<file path="src/pkg/pfs_pkg.sv">
package pfs_pkg;

  // ==========================================================================
  // Command codes of the status reads.
  // ==========================================================================
  localparam logic [7:0] CMD_OUTPUT_CURRENT_STATUS = 8'h7b;
  localparam logic [7:0] CMD_INPUT_VOLTAGE_STATUS = 8'h7c;
  localparam logic [7:0] CMD_TEMPERATURE_STATUS = 8'h7d;
  localparam logic [7:0] CMD_COMM_LOGIC_MEMORY_STATUS = 8'h7e;

  // ==========================================================================
  // Bit positions.
  // ==========================================================================
  localparam int OVERCURRENT_FAULT_BIT = 7;
  localparam int OVERCURRENT_WARNING_BIT = 5;
  localparam int UNDERCURRENT_FAULT_BIT = 4;
  localparam int HIGH_FAULT_BIT = 7;
  localparam int HIGH_WARNING_BIT = 6;
  localparam int LOW_WARNING_BIT = 5;
  localparam int LOW_FAULT_BIT = 4;
  localparam int BAD_COMMAND_BIT = 7;
  localparam int BAD_DATA_BIT = 6;
  localparam int PEC_FAIL_BIT = 5;
  localparam int ACCESS_ERROR_BIT = 1;
  localparam int SUMMARY_OTHER_BIT = 9;
  localparam int SUMMARY_CML_BIT = 1;

  // ==========================================================================
  // Reset values and used-bit masks.
  // ==========================================================================
  localparam logic [7:0] STATUS_RESET = 8'h00;
  localparam logic [7:0] CURRENT_MASK = 8'hb0;
  localparam logic [7:0] RANGE_MASK = 8'hf0;
  localparam logic [7:0] COMM_MASK = 8'he2;
  localparam logic [15:0] SUMMARY_RESET = 16'h0000;

  // Four events of one monitored quantity.
  typedef struct packed {
    logic high_fault;
    logic high_warning;
    logic low_warning;
    logic low_fault;
  } pfs_range_t;

  // Events from the bus command decoder, one-cycle pulses.
  typedef struct packed {
    logic bad_command;
    logic bad_data;
    logic pec_fail;
    logic access_error;
  } pfs_comm_t;

  // One read request of the command decoder.
  typedef struct packed {
    logic valid;
    logic [7:0] code;
  } pfs_read_req_t;

endpackage

</file>
<file path="src/hdl/pfs_sticky_byte.sv">
// ==========================================================================
// One status byte of sticky flags.
// ==========================================================================
module pfs_sticky_byte #(
  parameter logic [7:0] USED_MASK = 8'hff
) (
  input wire logic core_clk,
  input wire logic resetn,
  input wire logic clear,
  input wire logic [7:0] set_bits,
  output logic [7:0] flags_q
);

  logic [7:0] flags_d;

  // A byte without any used bit would be a dead register.
  if (USED_MASK == 8'h00) begin : g_mask_check
    $error("pfs_sticky_byte needs at least one used bit");
  end

  // A set in the cycle of a clear wins; unused bits stay zero.
  assign flags_d = ((clear ? 8'h00 : flags_q) | set_bits) & USED_MASK;

  always_ff @(posedge core_clk or negedge resetn) begin
    if (!resetn) begin
      flags_q <= pfs_pkg::STATUS_RESET;
    end else begin
      flags_q <= flags_d;
    end
  end

endmodule

</file>
<file path="src/hdl/pfs_status_regs.sv">
// What this block does
// - Overcurrent fault sets current status bit 7.
// - Overcurrent warning sets current bit 5, but not alongside an overcurrent fault.
// - Undercurrent fault sets current status bit 4.
// - Input overvoltage fault sets input status bit 7.
// - Input overvoltage warning sets input bit 6, not alongside its fault.
// - Input undervoltage warning sets input bit 5, not alongside its fault.
// - Input undervoltage fault sets input status bit 4.
// - Over-temperature fault sets temperature status bit 7.
// - Over-temperature warning sets temperature bit 6, not alongside its fault.
// - Under-temperature warning sets temperature bit 5, not alongside its fault.
// - Under-temperature fault sets temperature status bit 4.
// - Invalid or unsupported command code sets communications bit 7.
// - Command with invalid or unsupported data sets communications bit 6.
// - Packet error check mismatch sets communications bit 5.
// - Write to protected command or wrong byte count sets communications bit 1.
// - Flags hold until clear-faults command or disable then re-enable.
// - A fault bit may be set while its warning bit stays clear.
// - Each register is one read-only byte resetting to zero.
// - Summary word bit 9 is set whenever any of these bits is set.
// - Summary word bit 1 is set whenever a communications flag is set.
module pfs_status_regs (
  input wire logic core_clk,
  input wire logic resetn,
  input wire logic overcurrent_fault,
  input wire logic overcurrent_warning,
  input wire logic undercurrent_fault,
  input wire pfs_pkg::pfs_range_t input_voltage_events,
  input wire pfs_pkg::pfs_range_t temperature_events,
  input wire pfs_pkg::pfs_comm_t comm_events,
  input wire logic clear_faults,
  input wire logic unit_enable,
  input wire pfs_pkg::pfs_read_req_t read_req,
  output logic read_valid_q,
  output logic read_hit_q,
  output logic [7:0] read_data_q,
  output logic [15:0] summary_word_q
);

  // ==========================================================================
  // Clear sources.
  // ==========================================================================
  logic enable_q;
  logic reenable;
  logic clear_all;

  // Disable-then-enable is seen as the rising edge of the enable level.
  assign reenable = unit_enable & ~enable_q;
  assign clear_all = clear_faults | reenable;

  // Reset to the enabled level so that the release of reset is no false re-enable.
  always_ff @(posedge core_clk or negedge resetn) begin
    if (!resetn) begin
      enable_q <= 1'b1;
    end else begin
      enable_q <= unit_enable;
    end
  end

  // ==========================================================================
  // Set terms. A warning is suppressed while its fault is present.
  // ==========================================================================
  logic [7:0] current_set;
  logic [7:0] input_set;
  logic [7:0] temp_set;
  logic [7:0] comm_set;

  // The warning gate below is why a fault may stand with its warning clear.
  always_comb begin
    current_set = 8'h00;
    current_set[pfs_pkg::OVERCURRENT_FAULT_BIT] = overcurrent_fault;
    current_set[pfs_pkg::OVERCURRENT_WARNING_BIT] =
      overcurrent_warning & ~overcurrent_fault;
    current_set[pfs_pkg::UNDERCURRENT_FAULT_BIT] = undercurrent_fault;
  end

  always_comb begin
    input_set = 8'h00;
    input_set[pfs_pkg::HIGH_FAULT_BIT] = input_voltage_events.high_fault;
    input_set[pfs_pkg::HIGH_WARNING_BIT] =
      input_voltage_events.high_warning & ~input_voltage_events.high_fault;
    input_set[pfs_pkg::LOW_WARNING_BIT] =
      input_voltage_events.low_warning & ~input_voltage_events.low_fault;
    input_set[pfs_pkg::LOW_FAULT_BIT] = input_voltage_events.low_fault;
  end

  always_comb begin
    temp_set = 8'h00;
    temp_set[pfs_pkg::HIGH_FAULT_BIT] = temperature_events.high_fault;
    temp_set[pfs_pkg::HIGH_WARNING_BIT] =
      temperature_events.high_warning & ~temperature_events.high_fault;
    temp_set[pfs_pkg::LOW_WARNING_BIT] =
      temperature_events.low_warning & ~temperature_events.low_fault;
    temp_set[pfs_pkg::LOW_FAULT_BIT] = temperature_events.low_fault;
  end

  always_comb begin
    comm_set = 8'h00;
    comm_set[pfs_pkg::BAD_COMMAND_BIT] = comm_events.bad_command;
    comm_set[pfs_pkg::BAD_DATA_BIT] = comm_events.bad_data;
    comm_set[pfs_pkg::PEC_FAIL_BIT] = comm_events.pec_fail;
    comm_set[pfs_pkg::ACCESS_ERROR_BIT] = comm_events.access_error;
  end

  // ==========================================================================
  // Sticky registers; unused bits masked to zero.
  // ==========================================================================
  localparam logic [3:0][7:0] USED_MASKS = {pfs_pkg::COMM_MASK, pfs_pkg::RANGE_MASK,
    pfs_pkg::RANGE_MASK, pfs_pkg::CURRENT_MASK};

  logic [3:0][7:0] status_set;
  logic [3:0][7:0] status_flags;
  logic [7:0] output_current_status;
  logic [7:0] input_voltage_status;
  logic [7:0] temperature_status;
  logic [7:0] comm_logic_memory_status;

  assign status_set = {comm_set, temp_set, input_set, current_set};
  assign output_current_status = status_flags[0];
  assign input_voltage_status = status_flags[1];
  assign temperature_status = status_flags[2];
  assign comm_logic_memory_status = status_flags[3];

  for (genvar g = 0; g < 4; g++) begin : g_status_byte
    pfs_sticky_byte #(.USED_MASK(USED_MASKS[g])) u_pfs_sticky_byte (
      .core_clk(core_clk),
      .resetn(resetn),
      .clear(clear_all),
      .set_bits(status_set[g]),
      .flags_q(status_flags[g])
    );
  end

  // ==========================================================================
  // Read decode and summary.
  // ==========================================================================
  logic hit_current;
  logic hit_input;
  logic hit_temp;
  logic hit_comm;
  logic read_hit_d;
  logic [7:0] read_data_d;
  logic [15:0] summary_word_d;
  logic any_flag;
  logic comm_logic_memory_summary_flag;

  assign hit_current = read_req.code == pfs_pkg::CMD_OUTPUT_CURRENT_STATUS;
  assign hit_input = read_req.code == pfs_pkg::CMD_INPUT_VOLTAGE_STATUS;
  assign hit_temp = read_req.code == pfs_pkg::CMD_TEMPERATURE_STATUS;
  assign hit_comm = read_req.code == pfs_pkg::CMD_COMM_LOGIC_MEMORY_STATUS;
  assign read_hit_d = read_req.valid & (hit_current | hit_input | hit_temp | hit_comm);

  // Registers are read-only: there is no write path at all.
  assign read_data_d = !read_req.valid ? read_data_q :
    ({8{hit_current}} & output_current_status) |
    ({8{hit_input}} & input_voltage_status) |
    ({8{hit_temp}} & temperature_status) |
    ({8{hit_comm}} & comm_logic_memory_status);

  assign any_flag = |{output_current_status, input_voltage_status,
                      temperature_status, comm_logic_memory_status};
  assign comm_logic_memory_summary_flag = |comm_logic_memory_status;

  always_comb begin
    summary_word_d = pfs_pkg::SUMMARY_RESET;
    summary_word_d[pfs_pkg::SUMMARY_OTHER_BIT] = any_flag;
    summary_word_d[pfs_pkg::SUMMARY_CML_BIT] = comm_logic_memory_summary_flag;
  end

  always_ff @(posedge core_clk or negedge resetn) begin
    if (!resetn) begin
      read_valid_q <= 1'b0;
      read_hit_q <= 1'b0;
      read_data_q <= pfs_pkg::STATUS_RESET;
      summary_word_q <= pfs_pkg::SUMMARY_RESET;
    end else begin
      read_valid_q <= read_req.valid;
      read_hit_q <= read_hit_d;
      read_data_q <= read_data_d;
      summary_word_q <= summary_word_d;
    end
  end

endmodule

</file>
<file path="config.mk">
export PLATFORM = sky130hd
export DESIGN_NAME = pfs_status_regs
export DESIGN_NICKNAME = d
export VERILOG_FILES = /design/src/pkg/pfs_pkg.sv /design/src/hdl/pfs_sticky_byte.sv /design/src/hdl/pfs_status_regs.sv
export SDC_FILE = /design/constraint.sdc
export NUM_CORES = 1
export LEC_CHECK = 0
export ABC_AREA = 1
export ABC_CLOCK_PERIOD_IN_PS = 900
export BUFFER_PORTS_ARGS = -buffer_cell sky130_fd_sc_hd__buf_2
export CORE_ASPECT_RATIO = 1.25
export CORE_MARGIN = 5
export CORE_UTILIZATION = 42
export DETAILED_ROUTE_END_ITERATION = 10
export PLACE_DENSITY = 0.82
export SLEW_MARGIN = 20
export SYNTH_ARGS = -nofsm -noshare
export SYNTH_HDL_FRONTEND = slang
export SYNTH_SLANG_ARGS = --single-unit
export TNS_END_PERCENT = 50
</file>
<file path="constraint.sdc">
create_clock -name core_clk -period 0.9 [get_ports core_clk]
set_input_delay 0.18 -clock core_clk [delete_from_list [all_inputs] [get_ports core_clk]]
set_output_delay 0.18 -clock core_clk [all_outputs]
set_load 0.05 [all_outputs]
</file>
**Word level (Yosys, flattened, before mapping)**

Cells that the tools add are included.

- Register bits after elaboration: 28
- Bits of input ports: 28
- Output and inout bits: 26
- Logic and storage cells: 47

- Eq/ne operators: 4
- Muxes and demuxes: 4
- Bitwise operators: 28
- Reductions and logical operators: 2

Operators with widths:

| cell | count |
|---|---|
| $or A8 B8 Y8 | 7 |
| $and A8 B8 Y8 | 4 |
| $eq A8 B7 Y1 const B | 4 |
| $mux W8 | 4 |
| $reduce_or A15 Y1 | 1 |
| $and A1 B1 Y1 | 7 |
| $not A1 Y1 | 6 |
| $or A1 B1 Y1 | 4 |
| $reduce_or A4 Y1 | 1 |

**Longest topological paths before layout**

- Depth in word-level cells: 5
- Depth in mapped cells: 8
- Gate-level depth less buffers: 7

**Cells and area by module**

Synthesis repeated with hierarchy kept, for this count alone.

- Cell total of the unflattened synthesis: 238
- Area, all modules: 1749.2 um^2

By module, submodules not included:

| module | times used | cells an instance | area each (um^2) | seq. area each (um^2) |
|---|---|---|---|---|
| pfs_status_regs | 1 | 153 | 1047.3 | 326.6 |
| pfs_sticky_byte at g_status_byte[1].u_pfs_sticky_byte ... | 3 | 22 | 182.7 | 100.1 |
| pfs_sticky_byte at g_status_byte[0].u_pfs_sticky_byte | 1 | 19 | 153.9 | 75.1 |

**Least setup slack after synthesis**

OpenSTA, ideal clock, no wires.

- Path kind: register to register
- Start: register enable_q
- End: register g_status_byte[0].u_pfs_sticky_byte.flags_q[5]
- Setup time: 0.083 ns
- Data arrival time: 0.880 ns
- Data required time: 0.817 ns
- Slack: -0.063 ns
- Stages on the path, launching flop included: 4
- Path buffers: 1
- Clock period less this slack: 0.963 ns
- Cell sequence: dfstp_2 > o21bai_2 > buf_2 > o21ai_0

- Longest elaborated chain between the ends: 5

Ends and longest elaborated chain:

| element | line | text |
|---|---|---|
| start: declaration | pfs_status_regs.sv:43 | `logic enable_q;` |
| start signal: assignment | pfs_status_regs.sv:56 | `enable_q <= unit_enable;` |
| $not A1 Y1 | pfs_status_regs.sv:48 | `assign reenable = unit_enable & ~enable_q;` |
| $and A1 B1 Y1 | pfs_status_regs.sv:48 |  |
| $or A1 B1 Y1 | pfs_status_regs.sv:49 | `assign clear_all = clear_faults \| reenable;` |
| $mux W8 | pfs_sticky_byte.sv:22 | `assign flags_d = ((clear ? 8'h00 : flags_q) \| set_bits) & USED_MASK;` |
| $or A8 B8 Y8 | pfs_sticky_byte.sv:22 |  |
| net g_status_byte[0].u_pfs_sticky_byte.flags_d[5] | pfs_sticky_byte.sv:14 | `logic [7:0] flags_d;` |
| end signal: assignment | pfs_sticky_byte.sv:26 | `flags_q <= pfs_pkg::STATUS_RESET;` |
| end signal: assignment | pfs_sticky_byte.sv:28 | `flags_q <= flags_d;` |
| end: declaration | pfs_sticky_byte.sv:11 | `output logic [7:0] flags_q` |

The timed path passes the listed nets, and every way through them passes these cells.
A chain may end at the register's enable or synchronous reset.

**Final worst setup path**

- Start: register read_data_q[6]
- End: output port read_data_q[6]

RTL lines:

| element | line | text |
|---|---|---|
| start: declaration | pfs_status_regs.sv:36 | `output logic [7:0] read_data_q,` |
| start signal: assignment | pfs_status_regs.sv:174 | `read_data_q <= pfs_pkg::STATUS_RESET;` |
| start signal: assignment | pfs_status_regs.sv:179 | `read_data_q <= read_data_d;` |

No word-level cell between the ends.

==> impl_metrics.tcl <==
set metrics [dict create \
    die_y_um 71.3 \
    path_max_fanout 2 \
    hold_violations 0 \
    grt_max_degree 26 \
    clk_latency_ns 0.31 \
    critPathBufInv 1 \
    skew_ns 0.00311 \
    cts-root-buf "clkbuf_4" \
    yosysSeqAreaShare_pct 49.7 \
    fin_area_um2 1700 \
    ant_nets 0 \
    top_layer_used "met4" \
    grt_pass1_vias 977 \
    drt-total-wl_um 2650 \
    dr_wl_met2_um 1420 \
    chipWidth_um 59.0 \
    crit_family "flip-flops" \
    crit_path_top_delay_cell "dfrtp_1" \
    cts_tree "yes" \
    status "finished, violations left" \
    grt_pass1_wl_um 4150 \
    synth_cells 146 \
    placementRows 22 \
    netlist_top_cells_area "dfrtp_1 48%, buf_4 10%, inv_1 7.7%" \
    rsz0062_at_grt "yes" \
    antenna_cells 0 \
    p_leak_uw 0.000904 \
    drive_gt1_share_pct 39.3 \
    cts.clk_slew.worst_paths_ns 0.13 \
    portBuffers 36 \
    synth_top_area_share_pct 47.6 \
    place_congestion 0.815 \
    cts_buffers 3 \
    via_count 1086 \
    violations "setup timing" \
    drcViolationCount 0 \
    startpoint_type "flop" \
    cp_cell_sequence "buf_6" \
    power_uw 2300 \
    slowest_delay_ns 0.42 \
    setup_viol_count_final 26 \
    grt.overflow.total 0 \
    antenna_found_initial 0 \
    drt_pass1_iterations 4 \
    holdWs_ns 0.0508 \
    dp_cells 226 \
    yosysWarnings 0 \
    arrival_ns 0.89 \
    hp-class "input port to flop" \
    ios 54 \
    initial_core_util_pct 43.2 \
    slew_viol_final 0 \
    htree_levels 1 \
    crit_type "flop to output pin" \
    reg2reg_slack_ns -0.10 \
    post-route-min-period_ns 1.07 \
    areaGrowthSynthToFinish_pct 34.6 \
    place_hpwl_um 2090 \
    wl_met3_um 209 \
    syn_area_um2 1260 \
    ir_drop_mv 0.973 \
    synth.distinct_cells 22 \
    fin_cells 237 \
    fmax_ghz 0.938 \
    setup_slack_ns -0.166 \
    grtUsageTotal_pct 12.6 \
    fin_nets 230 \
    maxCapViolations 0 \
    synth_area_leader_cell "dfrtp_1" \
    end_kind "output pin" \
    drtIter0Drc 29 \
    routed_via_density 4.58 \
    cp.required_ns 0.72 \
    synth_seq_cells 25 \
    fin_util_pct 58.2 \
    cts_sinks 25 \
    place_area_um2 1520 \
    wl_met1_um 999 \
    cts_max_path_buffers 2 \
    die-area_um2 4210 \
    period_share_pct 118 \
    avgRoutedWirePerCell_um 11.2 \
    core_area_um2 2920 \
    powerDensity_nw_per_um2 1350 \
    syn_area_per_cell_um2 8.64 \
]
## worst paths after layout
kind / cells past startpoint / start / end
setup / recovery: 1 / read_data_q[6]$_DFFE_PN0P_ / read_data_q[6]
hold / removal: 2 / comm_events[3] / g_status_byte[3].u_pfs_sticky_byte.flags_q[7]$_DFF_PN0_
setup reg to reg: 4 / g_status_byte[3].u_pfs_sticky_byte.flags_q[5]$_DFF_PN0_ / summary_word_q[9]$_DFF_PN0_
hold reg to reg: 2 / g_status_byte[2].u_pfs_sticky_byte.flags_q[4]$_DFF_PN0_ / summary_word_q[9]$_DFF_PN0_
max in group asynchronous: 3 / resetn / enable_q$_DFF_PN1_
min in group asynchronous: 3 / resetn / read_hit_q$_DFF_PN0_
## Yosys cell counts
| library cell | number |
|---|---|
| a31oi_1 | 1 |
| buf_2 | 1 |
| buf_4 | 17 |
| buf_6 | 1 |
| conb_1 | 1 |
| dfrtp_1 | 24 |
| dfstp_2 | 1 |
| inv_1 | 26 |
| nand2_1 | 18 |
| nand2_2 | 3 |
| nand3_1 | 11 |
| nand3_2 | 1 |
| nand4_1 | 1 |
| nor2_1 | 9 |
| nor2_2 | 4 |
| nor2_4 | 1 |
| nor4_1 | 3 |
| o21ai_0 | 7 |
| o21ai_1 | 9 |
| o21bai_1 | 5 |
| o21bai_2 | 1 |
| o31ai_1 | 1 |
## cells by family (layout without fill, tap and decap cells)
kind of cell           Yosys count  after routing  synth area share [%]
AOI/OAI and AO/OA               24             24                  11.3
buffers and inverters           45             84                  19.1
other                            1             17                 0.297
and+or+nand+nor                 51             51                  19.5
DFF                             25             25                  49.7
## state kept, by name, indices dropped and copies added, names as in the netlist
name / count
enable_q: 1
read_valid_q: 1
read_hit_q: 1
g_status_byte.u_pfs_sticky_byte.flags_q: 15
summary_word_q: 2
read_data_q: 5
## stage by stage
| stage | TNS, ns | setup WS [ns] |
|---|---|---|
| global route | -3.13 | -0.207 |
| CTS | -2.37 | -0.179 |
| global placement | -0.899 | -0.134 |
| finish | -2.22 | -0.166 |
| detailed placement | -1.40 | -0.168 |
| floorplan | 0 | 0.00104 |
## layer usage
layer,track usage [%],vias up
met5,0,-
met4,3.02,0
met3,2.34,2
met2,22.5,40
met1,15.3,506
li1,-,538
## power by group
group          internal [µW]  switching (µW)  total (µW)
Combinational            192             378         570
Clock                    173             313         486
Sequential              1190            50.2        1240
## layout by cell type, fill, tap and decap left out
master         netlist  final
a31oi_1              1      1
buf_12               0      2
buf_2                1     27
buf_4               17     14
buf_6                1      9
clkbuf_1             0      1
clkbuf_4             0      3
conb_1               1     17
dfrtp_1             24     24
dfstp_2              1      1
dlygate4sd3_1        0      2
inv_1               26     23
inv_2                0      3
nand2_1             18     18
nand2_2              3      3
nand3_1             11     11
nand3_2              1      1
nand4_1              1      1
nor2_1               9      9
nor2_2               4      4
nor2_4               1      1
nor4_1               3      2
nor4_2               0      1
o21ai_1              9      7
o21ai_2              0      9
o21bai_1             5      5
o21bai_4             0      1
o31ai_1              1      1
## timing repair
| action | 4_1_cts | 5_1_grt |
|---|---|---|
| endpoints found under the hold margin | 26 | 0 |
| pin swaps | 0 | 3 |
| hold buffers | 2 | 0 |
| setup endpoints to repair | 26 | 30 |
| buffers inserted | 2 | 3 |
| gates resized for setup | 25 | 11 |
## worst reg2reg max path, delay by kind of cell (launching register included)
kind | cells | cell delay [ns]
DFF | 1 | 0.41
buffers and inverters | 1 | 0.06
and+or+nand+nor | 3 | 0.42
## area by class of cell
cell class,count,area (µm²)
Inverter,26,97.6
Sequential cell,25,627
Clock buffer,4,26.3
Fill cell,278,1220
Timing Repair Buffer,54,402
Multi-Input combinational cell,92,500
Tap cell,36,45.0
No activity file was read; power rests on OpenSTA's default activity.
